File: config.mk
export PLATFORM = sky130hd
export DESIGN_NAME = cdls_core
export DESIGN_NICKNAME = d
export VERILOG_FILES = /design/src/cdls_pkg.sv /design/src/cdls_decode.sv /design/src/cdls_core.sv
export SDC_FILE = /design/constraint.sdc
export NUM_CORES = 1
export LEC_CHECK = 0
export BUFFER_PORTS_ARGS = -buffer_cell sky130_fd_sc_hd__buf_2
export CELL_PAD_IN_SITES_DETAIL_PLACEMENT = 0
export CELL_PAD_IN_SITES_GLOBAL_PLACEMENT = 1
export CORE_UTILIZATION = 45
export CTS_BUF_LIST = sky130_fd_sc_hd__clkbuf_16
export CTS_CLUSTER_SIZE = 25
export DETAILED_ROUTE_END_ITERATION = 12
export GPL_TIMING_DRIVEN = 0
export MAX_ROUTING_LAYER = met4
export PLACE_DENSITY = 0.92
export SLEW_MARGIN = 20
export SYNTH_ARGS = -nofsm -noshare
export SYNTH_HDL_FRONTEND = slang
export SYNTH_SLANG_ARGS = --single-unit
File: constraint.sdc
create_clock -name pclk -period 3.5 [get_ports pclk]
set_clock_uncertainty 0.05 [all_clocks]
set_input_delay 0.7 -clock pclk [delete_from_list [all_inputs] [get_ports pclk]]
set_output_delay 0.7 -clock pclk [all_outputs]
set_load 0.005 [all_outputs]
File: src/cdls_pkg.sv
// Package for the core drive line select block
package cdls_pkg;

    // ==========================================
    // Register map
    localparam logic [7:0] ADDR_CTRL = 8'h00;
    localparam logic [7:0] ADDR_ADDR = 8'h04;
    localparam logic [7:0] ADDR_DATA = 8'h08;
    localparam logic [7:0] ADDR_STAT = 8'h0C;
    localparam logic [7:0] ADDR_XSEL = 8'h10;
    localparam logic [7:0] ADDR_YSEL = 8'h14;

    // ==========================================
    // Control register fields
    localparam int CTRL_READ_CALL = 0;
    localparam int CTRL_WRITE_CALL = 1;
    localparam int CTRL_MAIN_SEL = 2;

    // ==========================================
    // Address bit positions (bit 15 is MSB of the 15-bit field)
    localparam int ADDR_W = 15;
    localparam int DATA_W = 18;
    localparam int B15 = 14;
    localparam int B16 = 13;
    localparam int B17 = 12;
    localparam int B18 = 11;
    localparam int B19 = 10;
    localparam int B20 = 9;
    localparam int B21 = 8;
    localparam int B22 = 7;
    localparam int B23 = 6;
    localparam int B24 = 5;
    localparam int B25 = 4;
    localparam int B26 = 3;
    localparam int B27 = 2;
    localparam int B28 = 1;
    localparam int B29 = 0;

    // ==========================================
    // Storage clock timing, 25 ns taps rounded up to 3 clocks (30 ns) at 100 MHz
    localparam int TAP_NS = 25;
    localparam int CLK_NS = 10;
    localparam int TAP_CYC = (TAP_NS + CLK_NS - 1) / CLK_NS;
    localparam int CYCLE_TAPS = 20;
    localparam int PW_TAPS = 4;
    localparam logic [4:0] T_RD1_ON = 5'd2;
    localparam logic [4:0] T_RD2_ON = 5'd3;
    localparam logic [4:0] T_SRC_ON = 5'd4;
    localparam logic [4:0] T_SRC_OFF = 5'd12;
    localparam logic [4:0] T_INH_ON = 5'd3;
    localparam logic [4:0] T_END = 5'd19;

    // ==========================================
    // Types
    typedef enum logic [2:0] {
        ST_IDLE = 3'b001,
        ST_READ = 3'b010,
        ST_WRITE = 3'b100
    } cdls_state_t;

    typedef struct packed {
        logic rd_set;
        logic wr_set;
        logic pulse_width;
        logic rd1;
        logic rd2;
        logic wr_lat;
        logic x_src;
        logic y_src;
        logic inhibit;
    } cdls_timing_t;

    typedef struct packed {
        logic [1:0] x_rd_ctrl;
        logic [1:0] x_wr_ctrl;
        logic y_rd_ctrl;
        logic y_wr_ctrl;
        logic x_rd_src;
        logic x_wr_src;
        logic y_rd_src;
        logic y_wr_src;
        logic [7:0] x_src_dec;
        logic [7:0] x_snk_dec;
        logic [15:0] y_src_dec;
        logic [15:0] y_snk_dec;
        logic [DATA_W-1:0] inhibit;
    } cdls_drive_t;

endpackage : cdls_pkg

File: src/cdls_decode.sv
// Address decode shared by read and write drive paths
`timescale 1ns/100ps
module cdls_decode
    import cdls_pkg::*;
(
    input wire logic [cdls_pkg::ADDR_W-1:0] addr,
    output logic [7:0] x_a,
    output logic [7:0] x_b,
    output logic [15:0] y_a,
    output logic [15:0] y_b
);
    // ==========================================
    // One-hot decode of a three-bit group
    function automatic logic [7:0] dec3(input logic [2:0] v);
        dec3 = 8'h01 << v;
    endfunction : dec3

    always_comb
    begin
        x_a = dec3({addr[B24], addr[B25], addr[B26]});
        x_b = dec3({addr[B27], addr[B28], addr[B29]});
        // Y uses bits 17 to 23 only
        y_a = 16'h0000;
        y_b = 16'h0000;
        if (addr[B18])
        begin
            y_a[15:8] = dec3({addr[B17], addr[B19], addr[B20]});
            y_b[15:8] = dec3({addr[B21], addr[B22], addr[B23]});
        end
        else
        begin
            y_a[7:0] = dec3({addr[B17], addr[B19], addr[B20]});
            y_b[7:0] = dec3({addr[B21], addr[B22], addr[B23]});
        end
    end
endmodule : cdls_decode

File: src/cdls_core.sv
// Core drive line select top with APB register access
// Functional notes
// - Y read source pulses in read cycle only when unit selected
// - Write drives same lines as read, opposite direction
// - Eight X decode drivers each end, read and write parts
// - X decode ANDs bits 24-26 one end, 27-29 other end
// - Bit 16 picks X read control section during read 1 timing
// - Bit 16 picks X write control section during write latch
// - One driver per side enables exactly one X line
// - Read and write share one address decode
// - Sixteen Y drivers per end from bits 17-20 and 18,21-23
// - Bit 18 chooses Y driver group at each end
// - Driver active only when pattern ones on, zeros off
// - Y drivers ignore bits 16 and 24-29; bit 15 on disables them
// - Read call with pulse width idle starts clock, sets read set
// - Main select routes to main storage, else extension
// - Y read controls need main select and read 2 timing
// - Y read source needs source timing and bit 15 off
// - Y source switch needs source, read 2 control, bits
// - Y sink switch needs read 2 control, sink, bits
// - Write call sets write set only when bit 15 off
// - Store line one blocks inhibit, zero drives inhibit
//
// Design decisions made here: the APB interface to the registers and the register addresses.
`timescale 1ns/100ps
module cdls_core
    import cdls_pkg::*;
(
    input wire logic pclk,
    input wire logic presetn,
    input wire logic psel,
    input wire logic penable,
    input wire logic pwrite,
    input wire logic [7:0] paddr,
    input wire logic [31:0] pwdata,
    output logic [31:0] prdata,
    output logic pready,
    output logic pslverr,
    output cdls_pkg::cdls_drive_t drive,
    output logic main_storage,
    output logic ext_storage
);
    import cdls_pkg::*;

    // ==========================================
    // State
    typedef struct packed {
        cdls_state_t st;
        cdls_timing_t tm;
        logic [4:0] tap;
        logic [1:0] sub;
        logic [ADDR_W-1:0] addr;
        logic [DATA_W-1:0] data;
        logic main_sel;
        logic pend_rd;
        logic pend_wr;
        logic [31:0] prdata;
        logic pready;
        logic pslverr;
        cdls_drive_t drv;
        logic main_o;
        logic ext_o;
    } cdls_core_state_t;

    cdls_core_state_t r;
    cdls_core_state_t next_r;
    logic [7:0] x_a;
    logic [7:0] x_b;
    logic [15:0] y_a;
    logic [15:0] y_b;
    logic go;
    logic acc;
    logic set_rd;
    logic set_wr;

    cdls_decode u_dec
    (
        .addr(r.addr),
        .x_a(x_a),
        .x_b(x_b),
        .y_a(y_a),
        .y_b(y_b)
    );

    assign go = ~r.addr[B15];
    assign acc = psel & penable;
    // Calls arriving while a pending one is served stay pending
    assign set_rd = acc && !r.pready && pwrite && (paddr == ADDR_CTRL)
        && pwdata[CTRL_READ_CALL];
    assign set_wr = acc && !r.pready && pwrite && (paddr == ADDR_CTRL)
        && pwdata[CTRL_WRITE_CALL];

    // ==========================================
    // Next state
    always_comb
    begin
        next_r = r;
        next_r.pready = 1'b0;
        next_r.pslverr = 1'b0;
        // APB access, one wait state
        if (acc && !r.pready)
        begin
            next_r.pready = 1'b1;
            if (pwrite)
            begin
                case (paddr)
                    ADDR_CTRL:
                    begin
                        next_r.pend_rd = r.pend_rd | pwdata[CTRL_READ_CALL];
                        next_r.pend_wr = r.pend_wr | pwdata[CTRL_WRITE_CALL];
                        next_r.main_sel = pwdata[CTRL_MAIN_SEL];
                    end
                    ADDR_ADDR: next_r.addr = pwdata[ADDR_W-1:0];
                    ADDR_DATA: next_r.data = pwdata[DATA_W-1:0];
                    ADDR_STAT, ADDR_XSEL, ADDR_YSEL: next_r.pslverr = 1'b0;
                    default: next_r.pslverr = 1'b1;
                endcase
            end
            else
            begin
                case (paddr)
                    ADDR_CTRL: next_r.prdata = {29'h0, r.main_sel,
                        r.pend_wr, r.pend_rd};
                    ADDR_ADDR: next_r.prdata = {17'h0, r.addr};
                    ADDR_DATA: next_r.prdata = {14'h0, r.data};
                    ADDR_STAT: next_r.prdata = {20'h0, r.tap,
                        r.st != ST_IDLE, r.tm.rd_set, r.tm.wr_set,
                        r.tm.pulse_width, r.tm.inhibit, r.tm.x_src,
                        r.tm.y_src};
                    ADDR_XSEL: next_r.prdata = {16'h0, r.drv.x_snk_dec,
                        r.drv.x_src_dec};
                    ADDR_YSEL: next_r.prdata = {r.drv.y_snk_dec,
                        r.drv.y_src_dec};
                    default:
                    begin
                        next_r.prdata = 32'h0000_0000;
                        next_r.pslverr = 1'b1;
                    end
                endcase
            end
        end

        // Storage clock taps
        if (r.st != ST_IDLE)
        begin
            next_r.sub = r.sub + 2'd1;
            if (r.sub == 2'(TAP_CYC - 1))
            begin
                next_r.sub = 2'd0;
                next_r.tap = r.tap + 5'd1;
            end
        end

        case (r.st)
            ST_IDLE:
            begin
                next_r.tm = '0;
                next_r.tap = 5'd0;
                next_r.sub = 2'd0;
                if (r.pend_rd && !r.tm.pulse_width)
                begin
                    next_r.pend_rd = set_rd;
                    next_r.st = ST_READ;
                    next_r.tm.rd_set = 1'b1;
                    next_r.tm.pulse_width = 1'b1;
                end
                else if (r.pend_wr && !r.tm.pulse_width)
                begin
                    next_r.pend_wr = set_wr;
                    next_r.st = ST_WRITE;
                    next_r.tm.pulse_width = 1'b1;
                    // Write set gated by unit enable
                    next_r.tm.wr_set = go;
                end
            end
            ST_READ, ST_WRITE:
            begin
                next_r.tm.pulse_width = (r.tap < 5'(PW_TAPS));
                next_r.tm.rd1 = r.tm.rd_set && r.tap >= T_RD1_ON
                    && r.tap < T_SRC_OFF;
                next_r.tm.rd2 = r.tm.rd_set && r.tap >= T_RD2_ON
                    && r.tap < T_SRC_OFF;
                next_r.tm.wr_lat = r.tm.wr_set && r.tap >= T_RD1_ON
                    && r.tap < T_SRC_OFF;
                next_r.tm.x_src = r.tap >= T_SRC_ON && r.tap < T_SRC_OFF;
                next_r.tm.y_src = r.tap >= T_SRC_ON && r.tap < T_SRC_OFF;
                next_r.tm.inhibit = r.tm.wr_set && r.tap >= T_INH_ON
                    && r.tap < T_SRC_OFF;
                if (r.tap == T_END && r.sub == 2'(TAP_CYC - 1))
                begin
                    next_r.st = ST_IDLE;
                    next_r.tm = '0;
                end
            end
            default: next_r.st = ST_IDLE;
        endcase

        // ==========================================
        // Drive outputs
        // Main or extension routing
        next_r.main_o = r.main_sel;
        next_r.ext_o = ~r.main_sel;
        // X read control by bit 16
        next_r.drv.x_rd_ctrl = r.tm.rd1 ?
            (r.addr[B16] ? 2'b10 : 2'b01) : 2'b00;
        // X write control by bit 16 and write latch
        next_r.drv.x_wr_ctrl = r.tm.wr_lat ?
            (r.addr[B16] ? 2'b10 : 2'b01) : 2'b00;
        // Y read control needs main and read 2
        next_r.drv.y_rd_ctrl = r.main_sel & r.tm.rd2;
        next_r.drv.y_wr_ctrl = r.main_sel & r.tm.wr_lat;
        // Y read source gated by unit enable
        next_r.drv.y_rd_src = r.tm.y_src & r.tm.rd_set & go;
        // Write sources gated the same way, on their own y_wr_src and x_wr_src outputs
        next_r.drv.y_wr_src = r.tm.y_src & r.tm.wr_set & go;
        next_r.drv.x_rd_src = r.tm.x_src & r.tm.rd_set & go;
        next_r.drv.x_wr_src = r.tm.x_src & r.tm.wr_set & go;
        if ((r.tm.rd1 | r.tm.wr_lat) && r.tm.x_src && go)
        begin
            next_r.drv.x_src_dec = x_b;
            next_r.drv.x_snk_dec = x_a;
        end
        else
        begin
            next_r.drv.x_src_dec = 8'h00;
            next_r.drv.x_snk_dec = 8'h00;
        end
        if (r.main_sel && r.tm.y_src && go
            && (r.tm.rd2 | r.tm.wr_lat))
        begin
            next_r.drv.y_src_dec = y_b;
            next_r.drv.y_snk_dec = y_a;
        end
        else
        begin
            next_r.drv.y_src_dec = 16'h0000;
            next_r.drv.y_snk_dec = 16'h0000;
        end
        // Inhibit for zero bits during inhibit timing
        next_r.drv.inhibit = (r.tm.inhibit && go) ? ~r.data
            : {DATA_W{1'b0}};
    end

    // ==========================================
    // Registers
    always_ff @(posedge pclk or negedge presetn)
    begin
        if (!presetn)
        begin
            r <= '0;
            r.st <= ST_IDLE;
        end
        else
        begin
            r <= next_r;
        end
    end

    assign prdata = r.prdata;
    assign pready = r.pready;
    assign pslverr = r.pslverr;
    assign drive = r.drv;
    assign main_storage = r.main_o;
    assign ext_storage = r.ext_o;

    // ==========================================
    // Assertions
    property p_no_overlap;
        @(posedge pclk) disable iff (!presetn)
        !(r.tm.rd_set && r.tm.wr_set);
    endproperty
    a_no_overlap: assert property (p_no_overlap)
        else $error("read and write set both active");

    property p_yrd_src;
        @(posedge pclk) disable iff (!presetn)
        drive.y_rd_src |-> !$past(r.addr[B15]) && $past(r.tm.y_src);
    endproperty
    a_yrd_src: assert property (p_yrd_src)
        else $error("y read source without enable");

    property p_start;
        @(posedge pclk) disable iff (!presetn)
        (r.st == ST_IDLE && r.pend_rd && !r.tm.pulse_width)
            |=> r.tm.rd_set && r.st == ST_READ;
    endproperty
    a_start: assert property (p_start)
        else $error("read call did not start clock");

    property p_wrset;
        @(posedge pclk) disable iff (!presetn)
        r.tm.wr_set |-> !r.addr[B15];
    endproperty
    a_wrset: assert property (p_wrset)
        else $error("write set without unit enable");

    property p_x_onehot;
        @(posedge pclk) disable iff (!presetn)
        drive.x_src_dec != 8'h00 |->
            $onehot(drive.x_src_dec) && $onehot(drive.x_snk_dec);
    endproperty
    a_x_onehot: assert property (p_x_onehot)
        else $error("x decode not one-hot");

    property p_y_onehot;
        @(posedge pclk) disable iff (!presetn)
        drive.y_src_dec != 16'h0000 |->
            $onehot(drive.y_src_dec) && $onehot(drive.y_snk_dec);
    endproperty
    a_y_onehot: assert property (p_y_onehot)
        else $error("y decode not one-hot");

    property p_yctrl;
        @(posedge pclk) disable iff (!presetn)
        drive.y_rd_ctrl |-> $past(r.main_sel) && $past(r.tm.rd2);
    endproperty
    a_yctrl: assert property (p_yctrl)
        else $error("y read control without main or read 2");

    property p_xsec;
        @(posedge pclk) disable iff (!presetn)
        drive.x_rd_ctrl != 2'b00 |->
            drive.x_rd_ctrl == ($past(r.addr[B16]) ? 2'b10 : 2'b01);
    endproperty
    a_xsec: assert property (p_xsec)
        else $error("x read section mismatch");

    property p_inh;
        @(posedge pclk) disable iff (!presetn)
        $past(r.tm.inhibit && !r.addr[B15])
            |-> drive.inhibit == ~$past(r.data);
    endproperty
    a_inh: assert property (p_inh)
        else $error("inhibit pattern wrong");

    property p_xwsec;
        @(posedge pclk) disable iff (!presetn)
        drive.x_wr_ctrl != 2'b00 |->
            $past(r.tm.wr_lat) && drive.x_wr_ctrl ==
            ($past(r.addr[B16]) ? 2'b10 : 2'b01);
    endproperty
    a_xwsec: assert property (p_xwsec)
        else $error("x write section mismatch");

    property p_ext;
        @(posedge pclk) disable iff (!presetn)
        !$past(r.main_sel) |-> drive.y_src_dec == 16'h0000;
    endproperty
    a_ext: assert property (p_ext)
        else $error("y switch on without main storage");

endmodule : cdls_core

* Word level (Yosys, flattened, before mapping)
Index checks and enable logic that the tools add are counted.
** Storage, ports and cells
- Output and inout bits :: 112
- Logic and storage cells :: 148
- Bits of input ports :: 45
- Register bits :: 167
** Operators by class
- Equal/unequal tests :: 13
- Bitwise logic cells :: 19
- Add/subtract/negate cells :: 2
- Shifts and indexed selects :: 4
- Order comparisons :: 5
- Multiplexer cells :: 32
- Reduce and logical (&&, ||, !) cells :: 38
** Operators with widths (number)
- $pmux W32 S6 :: 1
- $mux W32 :: 2
- $mux W36 :: 1
- $mux W8 :: 4
- $shl A1 B3 Y8 const A :: 4
- $logic_and A1 B1 Y1 :: 23
- $mux W7 :: 3
- $mux W18 :: 1
- $not A18 Y18 :: 1
- $pmux W9 S2 :: 1
- $eq A8 B4 Y1 const B :: 2
- $eq A8 B5 Y1 const B :: 2
- $mux W16 :: 1
- $mux W2 :: 7
- $mux W12 :: 1
- $and A1 B1 Y1 :: 11
- $ge A5 B2 Y1 const B :: 2
- $reduce_and A3 Y1 :: 3
- $eq A8 B3 Y1 const B :: 1
- $logic_not A8 Y1 :: 1
- $reduce_and A2 Y1 :: 4
- $mux W1 :: 7
- $mux W3 :: 2
- $pmux W3 S2 :: 1
- other kinds (19) :: 27

* Logic depth before layout (Yosys ltp)
Gate-level depths: netlist (run 1).
- Depth in word-level cells :: 8
- Depth in mapped cells :: 7
- Mapped depth without buffers :: 6

* Hierarchy
A second synthesis (run 1) with hierarchy kept.
** Second synthesis, totals
- Cell total of the unflattened synthesis :: 677
- Area, all modules :: 7948.9 µm²
** By module, submodules not included
- cdls_core :: instances 1, area an instance 7375.8 µm², seq. area each 4105.2 µm², cells each 620
- cdls_decode :: instances 1, area an instance 573.0 µm², seq. area each 0.0 µm², cells each 57

* Worst setup path before layout (run 1)
OpenSTA, ideal clock, no wires.
- Path type :: input-to-reg
- Start :: in paddr[6]
- End :: reg r[122] (netlist bit)
- Setup time :: 0.125 ns
- Buffers on the path :: 1
- Arrival :: 2.305 ns
- Stages :: 5
- Path slack :: 1.020 ns
- Required time :: 3.325 ns
- Path through :: or4_4 > nor4_4 > nand3b_4 > buf_6 > mux2_4
** Between the ends
- Longest elaborated chain between the ends :: 2
** Ends and longest elaborated chain
- from (decl) :: RTL line cdls_core.sv:34 : input wire logic [7:0] paddr,
- $eq A8 B4 Y1 :: RTL line cdls_core.sv:106 : case (paddr)
- $reduce_and A3 Y1 (no line)
- to (signal assigned) :: RTL line cdls_core.sv:255 : r <= next_r;
- to (decl) :: RTL line cdls_core.sv:65 : cdls_core_state_t r;
Every way passes these cells.
A chain may end at the register's enable or synchronous reset.

* Worst setup path after layout (run 1)
- Start :: in paddr[4]
- End :: reg r (netlist bit prdata[10])
** Between the ends
- Longest elaborated chain between the ends :: 2
- Elaborated cells between the ends (all ways) :: 7
- Classes of those cells :: eq/ne (5); mux (1); reduce/logical (1)
** Ends and longest elaborated chain
- $eq A8 B5 Y1, or another cell as far along :: RTL line cdls_core.sv:121 : case (paddr)
- $pmux W32 S6 * :: RTL line cdls_core.sv:121
Every way passes the cells marked *; elsewhere a longest branch is shown, timed or not.

==> impl_metrics.py, run 1 <==
metrics = {
    "run_status": {
        "outcome": "complete, no violations",
    },
    "logic_synthesis": {
        "synth_enable_flop_cells": 0,
        "synth_common_cells": "dfrtp_1 (163), buf_4 (108), nor2_1 (56)",
        "synthCells": 632,
        "synth_fa_ha_area_share_pct": 0.3389,
        "synth_top_cell_area_share_pct": 55.24,
        "synth_top_family_by_area": "buffers and inverters",
        "synth_area_um2": 7383,
        "syn_avg_cell_area_um2": 11.68,
        "synthArstFlopShare_pct": 100.0,
        "synth_compound_area_share_pct": 9.422,
        "synthXorXnorAreaFrac_pct": 0.8304,
        "synth_ff_type": "dfrtp_1",
        "yosysMostFrequentCell": "dfrtp_1",
        "yosysWarningCount": 0,
        "syn_nets": 679,
        "ys_seq_elements": 164,
        "yosysTopAreaCell": "dfrtp_1",
        "synthMuxAreaShare_pct": 9.625,
        "ys_types": 57,
        "synth-simple-area-share_pct": 10.98,
        "ys_seq_area_share_pct": 55.60,
        "synth.area.top_cells": "dfrtp_1 (55%), buf_4 (11%), mux2_2 (5.5%), nor2_1 (2.8%), a22o_1 (2.5%)",
    },
    "sta": {
        "rsz0062_at_grt": "no",
        "min_period_ns": 2.594,
        "tns_ns": 0,
        "tightest_slew_ns": 0.8562,
        "finalSetupViolations": 0,
        "clock.fmax_ghz": 0.3856,
        "relSlewSlack_pct": 42.86,
        "drv_slew": 0,
        "period_share_pct": 74.10,
        "fin_hold_ws_ns": 0.1651,
        "hold_viol": 0,
    },
    "routing": {
        "dr.pass1.iters": 5,
        "drt-vias-per-instance": 5.028,
        "wl_per_cell_um": 17.69,
        "postRouteAntennaNets": 0,
        "vias": 5129,
        "drc_errors": 0,
        "wl_um": 18050,
        "drt_iter0_drc": 434,
    },
    "floorplan": {
        "num_io_pins": 157,
        "die_width_um": 130.1,
        "rows": 46,
        "dieArea_um2": 16920,
        "die_h_um": 130.1,
        "initial_core_util_pct": 46.31,
        "fp.coreArea_um2": 15940,
    },
    "cells_and_area": {
        "finalInstanceArea_um2": 8922,
        "drive_gt1_share_pct": 41.42,
        "diodes": 0,
        "area.growth.synth_to_final_pct": 20.84,
        "final_nets": 839,
        "fin_cells": 1020,
    },
    "critical_path": {
        "cp.arrival_ns": 2.84,
        "crit_fanout": 10,
        "start_kind": "primary input",
        "endpoint_kind": "register",
        "required_ns": 3.75,
        "critical_path_class": "primary input to register",
    },
    "placement": {
        "io_buffers": 140,
        "dp.cells": 989,
        "placed_area_um2": 8392,
        "gp_congestion": 0.8743,
        "hpwl_um": 13360,
    },
    "global_route": {
        "grt_pass1_wl_um": 27350,
        "antenna_found_initial": 0,
        "grt_pass1_vias": 4898,
        "track_usage_pct": 23.23,
        "gr-total-overflow": 0,
        "grt_max_degree": 97,
    },
    "cts": {
        "cts_setup_buffers": 0,
        "ctsHtreeMaxLevel": 4,
        "cts_inserted_buffers": 17,
        "cts_tree": "done",
        "ctsResizeCount": 0,
        "clock_tree.buffer_depth": 2,
        "cts.sinks": 164,
        "root_buffer": "clkbuf_16",
        "path_clk_slew_ns": 0.06,
        "postCtsHoldBufs": 0,
        "clk_latency_ns": 0.42,
    },
    "power": {
        "cellLeakagePower_nw": 4.845,
        "power.density_nw_per_um2": 416.8,
        "vdd_drop_max_v": 0.0003349,
        "power_mw": 3.719,
    },
    "min_path": {
        "hold_path.class": "primary input to asynchronous set/reset pin",
    },
    "run": {
        "maxCapViolCount": 0,
    },
}
[power breakdown]
group / leakage, nW / switching [mW] / total (mW) / internal [mW]
Sequential: 2.24 / 0.00837 / 1.91 / 1.90
Combinational: 2.35 / 0.0904 / 0.133 / 0.0422
Clock: 0.254 / 0.721 / 1.67 / 0.953
[final timing paths]
check / from / end / slack (ns) / cells past startpoint
max: paddr[4] / prdata[10] / 0.91 / 6
min in group pclk: r[149] / r[149] / 0.40 / 1
min: presetn / r[139] / 0.17 / 1
min reg2reg: r[149] / r[149] / 0.40 / 1
max reg2reg: pready / prdata[30] / 1.31 / 7
max in group asynchronous: presetn / r[148] / 2.41 / 2
[logic make-up after synthesis]
| logic type | count (synthesis) |
|---|---|
| xor+xnor | 7 |
| compound gates | 92 |
| buf+inv | 147 |
| mux | 59 |
| flops | 164 |
| simple gates | 161 |
| fa+ha+maj | 2 |
[through the flow]
step	utilization, %	worst slack (ns)
2_1_floorplan	-	1.020
3_3_place_gp	52.40	-0.7014
3_5_place_dp	52.64	0.5179
4_1_cts	55.93	0.9694
6_report	55.96	0.9064
5_1_grt	55.96	0.7992
[placed cells by master (no fill, tap or decap), drive strengths merged, types with 3 or more instances in the layout]
cell	n
o21ai	23
nand2b	13
nand2	32
clkbuf	39
nor3b	4
a32oi	3
mux2i	11
a2bb2oi	8
clkinv	6
inv	10
nor3	24
nor2b	6
nor4	5
a22o	21
and2	7
a21oi	3
buf	259
xor2	4
a22oi	13
o2bb2ai	3
mux2	46
dfrtp	163
a32o	3
xnor2	3
and3	3
nor2	56
clkinvlp	4
[worst max-delay path, cell delays in order]
cell and delay, ns:
clkbuf_1 0.36, clkbuf_1 0.48, clkbuf_1 0.49, mux2_2 0.40, a22oi_1 0.28, o21ai_0 0.12
[state kept, by name (all words and copies together) (netlist names)]
| signal | cells |
|---|---|
| ext_storage | 1 |
| pready | 1 |
| drive | 74 |
| main_storage | 1 |
| r | 53 |
| prdata | 32 |
| next_r | 1 |
| pslverr | 1 |
[area by class of cell]
class                           count  area, µm²
Inverter                            7      26.28
Buffer                            140      948.4
Clock inverter                     14      100.1
Tap cell                          216      270.3
Timing Repair Buffer              141      738.2
Clock buffer                       17      425.4
Multi-Input combinational cell    321       2308
Sequential cell                   164       4105
Fill cell                        1384       7020
[metal layers]
metal	part of all wire, %	global-route usage (%)	up-vias	routed length, µm
li1	-	-	2409	-
met1	47	32.01	2500	8406
met2	45	33.42	191	8138
met3	5.8	4.838	29	1041
met4	2.5	9.508	0	459
met5	0	-	-	0
No activity file was read; power rests on OpenSTA's default activity.
==> run 2, diff against run 1 <==
- CORE_UTILIZATION: 45 -> 43
- PLACE_DENSITY: 0.92 -> 0.89
- clock period: 3.5 -> 2.6 ns (I/O delays scaled with it)
==> impl_metrics.py, run 2 (synthesized netlist as in run 1, its figures left out) <==
metrics = {
    "critical_path": {
        "critical_path_class": "primary input to register",
        "start_kind": "primary input",
        "cp.arrival_ns": 2.68,
        "cp_num_buf_inv": 3,
        "cp_common_cell": "clkbuf_1",
        "required_ns": 2.86,
        "crit_family": "buffers and inverters",
        "crit_path_cell_trace": "clkbuf_1, clkbuf_1, clkbuf_1, mux2_2, a22oi_1, o21ai_0",
        "cp_slowest_stage_delay_ns": 0.52,
        "endpoint_kind": "register",
        "crit_fanout": 10,
        "critPathSlowestCell": "clkbuf_1",
    },
    "global_route": {
        "grt_pass1_wl_um": 27810,
        "grt_pass1_vias": 4944,
        "antenna_found_initial": 0,
        "track_usage_pct": 22.13,
        "gr-total-overflow": 0,
        "grt_max_degree": 95,
    },
    "cells_and_area": {
        "final_cell_mix": "dfrtp_1 (163), buf_2 (141), buf_4 (108)",
        "final_nets": 839,
        "fill_cells": 1531,
        "largest_reg_flops": 74,
        "area.growth.synth_to_final_pct": 21.49,
        "fin_cells": 1023,
        "final_util_pct": 53.71,
        "drive_gt1_share_pct": 41.47,
        "diodes": 0,
        "final_common_cell": "dfrtp_1",
        "finalInstanceArea_um2": 8970,
    },
    "sta": {
        "tns_ns": 0,
        "rsz0062_at_grt": "no",
        "fin_hold_ws_ns": -0.01703,
        "relSlewSlack_pct": 45.68,
        "clock.fmax_ghz": 0.4132,
        "drv_slew": 0,
        "min_period_ns": 2.420,
        "setup_slack_ns": 0.1798,
        "finalSetupViolations": 0,
        "tightest_slew_ns": 0.8140,
        "hold_viol": 8,
        "period_share_pct": 93.09,
    },
    "cts": {
        "root_buffer": "clkbuf_16",
        "cts_setup_buffers": 0,
        "clk_latency_ns": 0.43,
        "cts_inserted_buffers": 17,
        "postCtsHoldBufs": 0,
        "ctsHtreeMaxLevel": 4,
        "path_clk_slew_ns": 0.06,
        "ctsResizeCount": 0,
        "cts_tree": "done",
        "clock_tree.buffer_depth": 2,
        "cts.sinks": 164,
    },
    "floorplan": {
        "die_width_um": 133.0,
        "rows": 47,
        "fp.coreArea_um2": 16700,
        "initial_core_util_pct": 44.21,
        "dieArea_um2": 17700,
        "num_io_pins": 157,
        "die_h_um": 133.0,
    },
    "power": {
        "cellLeakagePower_nw": 4.873,
        "power.density_nw_per_um2": 581.0,
        "vdd_drop_max_v": 0.0004552,
    },
    "run": {
        "maxCapViolCount": 0,
    },
    "routing": {
        "vias": 5152,
        "drc_errors": 0,
        "wl_per_cell_um": 17.62,
        "wl_um": 18020,
        "drt_iter0_drc": 372,
        "dr.pass1.iters": 5,
        "postRouteAntennaNets": 0,
        "drt-vias-per-instance": 5.036,
    },
    "placement": {
        "gp_congestion": 0.8584,
        "dp.cells": 993,
        "placed_area_um2": 8397,
        "placement.setup.worst_slack_ns": -0.1863,
        "hpwl_um": 13410,
        "io_buffers": 140,
    },
    "run_status": {
        "outcome": "finished, violations left",
        "violations": "hold timing",
    },
    "min_path": {
        "hold_path.class": "primary input to asynchronous set/reset pin",
    },
}
## run 2: cell types whose count changed in the layout (fill, tap and decap cells not counted)
cell / previous run / this run
inv_1: 10 / 9
clkinvlp_4: 4 / 1
bufinv_16: 1 / 3
inv_6: 0 / 2
clkinv_4: 1 / 0
## run 2: per-stage QoR
stage	power [mW]	hold slack, ns
floorplan	2.685	0.1744
global placement	2.792	0.3866
detailed placement	2.800	0.3953
CTS	5.239	0.01029
global route	5.370	0.02399
finish	5.211	-0.01703
## run 2: power breakdown
group / leakage, nW / internal [mW] / switching (mW)
logic: 2.35 / 0.0568 / 0.121
clock network: 0.282 / 1.48 / 0.980
registers: 2.24 / 2.56 / 0.0108
total: 4.87 / 4.10 / 1.11
## run 2: metal layers
metal	track usage, %	vias to the layer above	wire length, µm	part of all wire, %
met5	-	-	0	0
met4	10.54	0	512	2.8
met3	4.828	30	1220	6.8
met2	30.69	206	8033	45
met1	30.73	2505	8255	46
li1	-	2411	-	-
## run 2: layout make-up
| cell class | count | area [µm²] | share of cell area, % |
|---|---|---|---|
| clock inverters | 13 | 142.6 | 1.590 |
| flip-flops and latches | 164 | 4105 | 45.77 |
| well taps | 220 | 275.3 | 3.069 |
| clock buffers | 17 | 425.4 | 4.743 |
| multi-input cells | 321 | 2308 | 25.74 |
| inverters | 7 | 26.28 | 0.2929 |
| repair buffers | 141 | 738.2 | 8.230 |
| plain buffers | 140 | 948.4 | 10.57 |
## run 2: worst register-to-register path: cells and delay by family (launching register included)
| kind | cells | cell delay [ns] |
|---|---|---|
| buffers and inverters | 1 | 0.26 |
| DFF | 1 | 0.38 |
| muxes | 1 | 0.31 |
| and+or+nand+nor | 3 | 1.07 |
## run 2: final timing paths
check / endpoint / slack [ns] / from / cells after the start
setup / recovery: prdata[9] / 0.18 / paddr[4] / 6
hold / removal: drive[52] / -0.02 / presetn / 1
setup reg to reg: r[123] / 0.42 / pready / 5
hold reg to reg: r[148] / 0.40 / r[148] / 1
max in group asynchronous: drive[73] / 1.69 / presetn / 2
min in group pclk: r[126] / 0.28 / pwdata[11] / 2
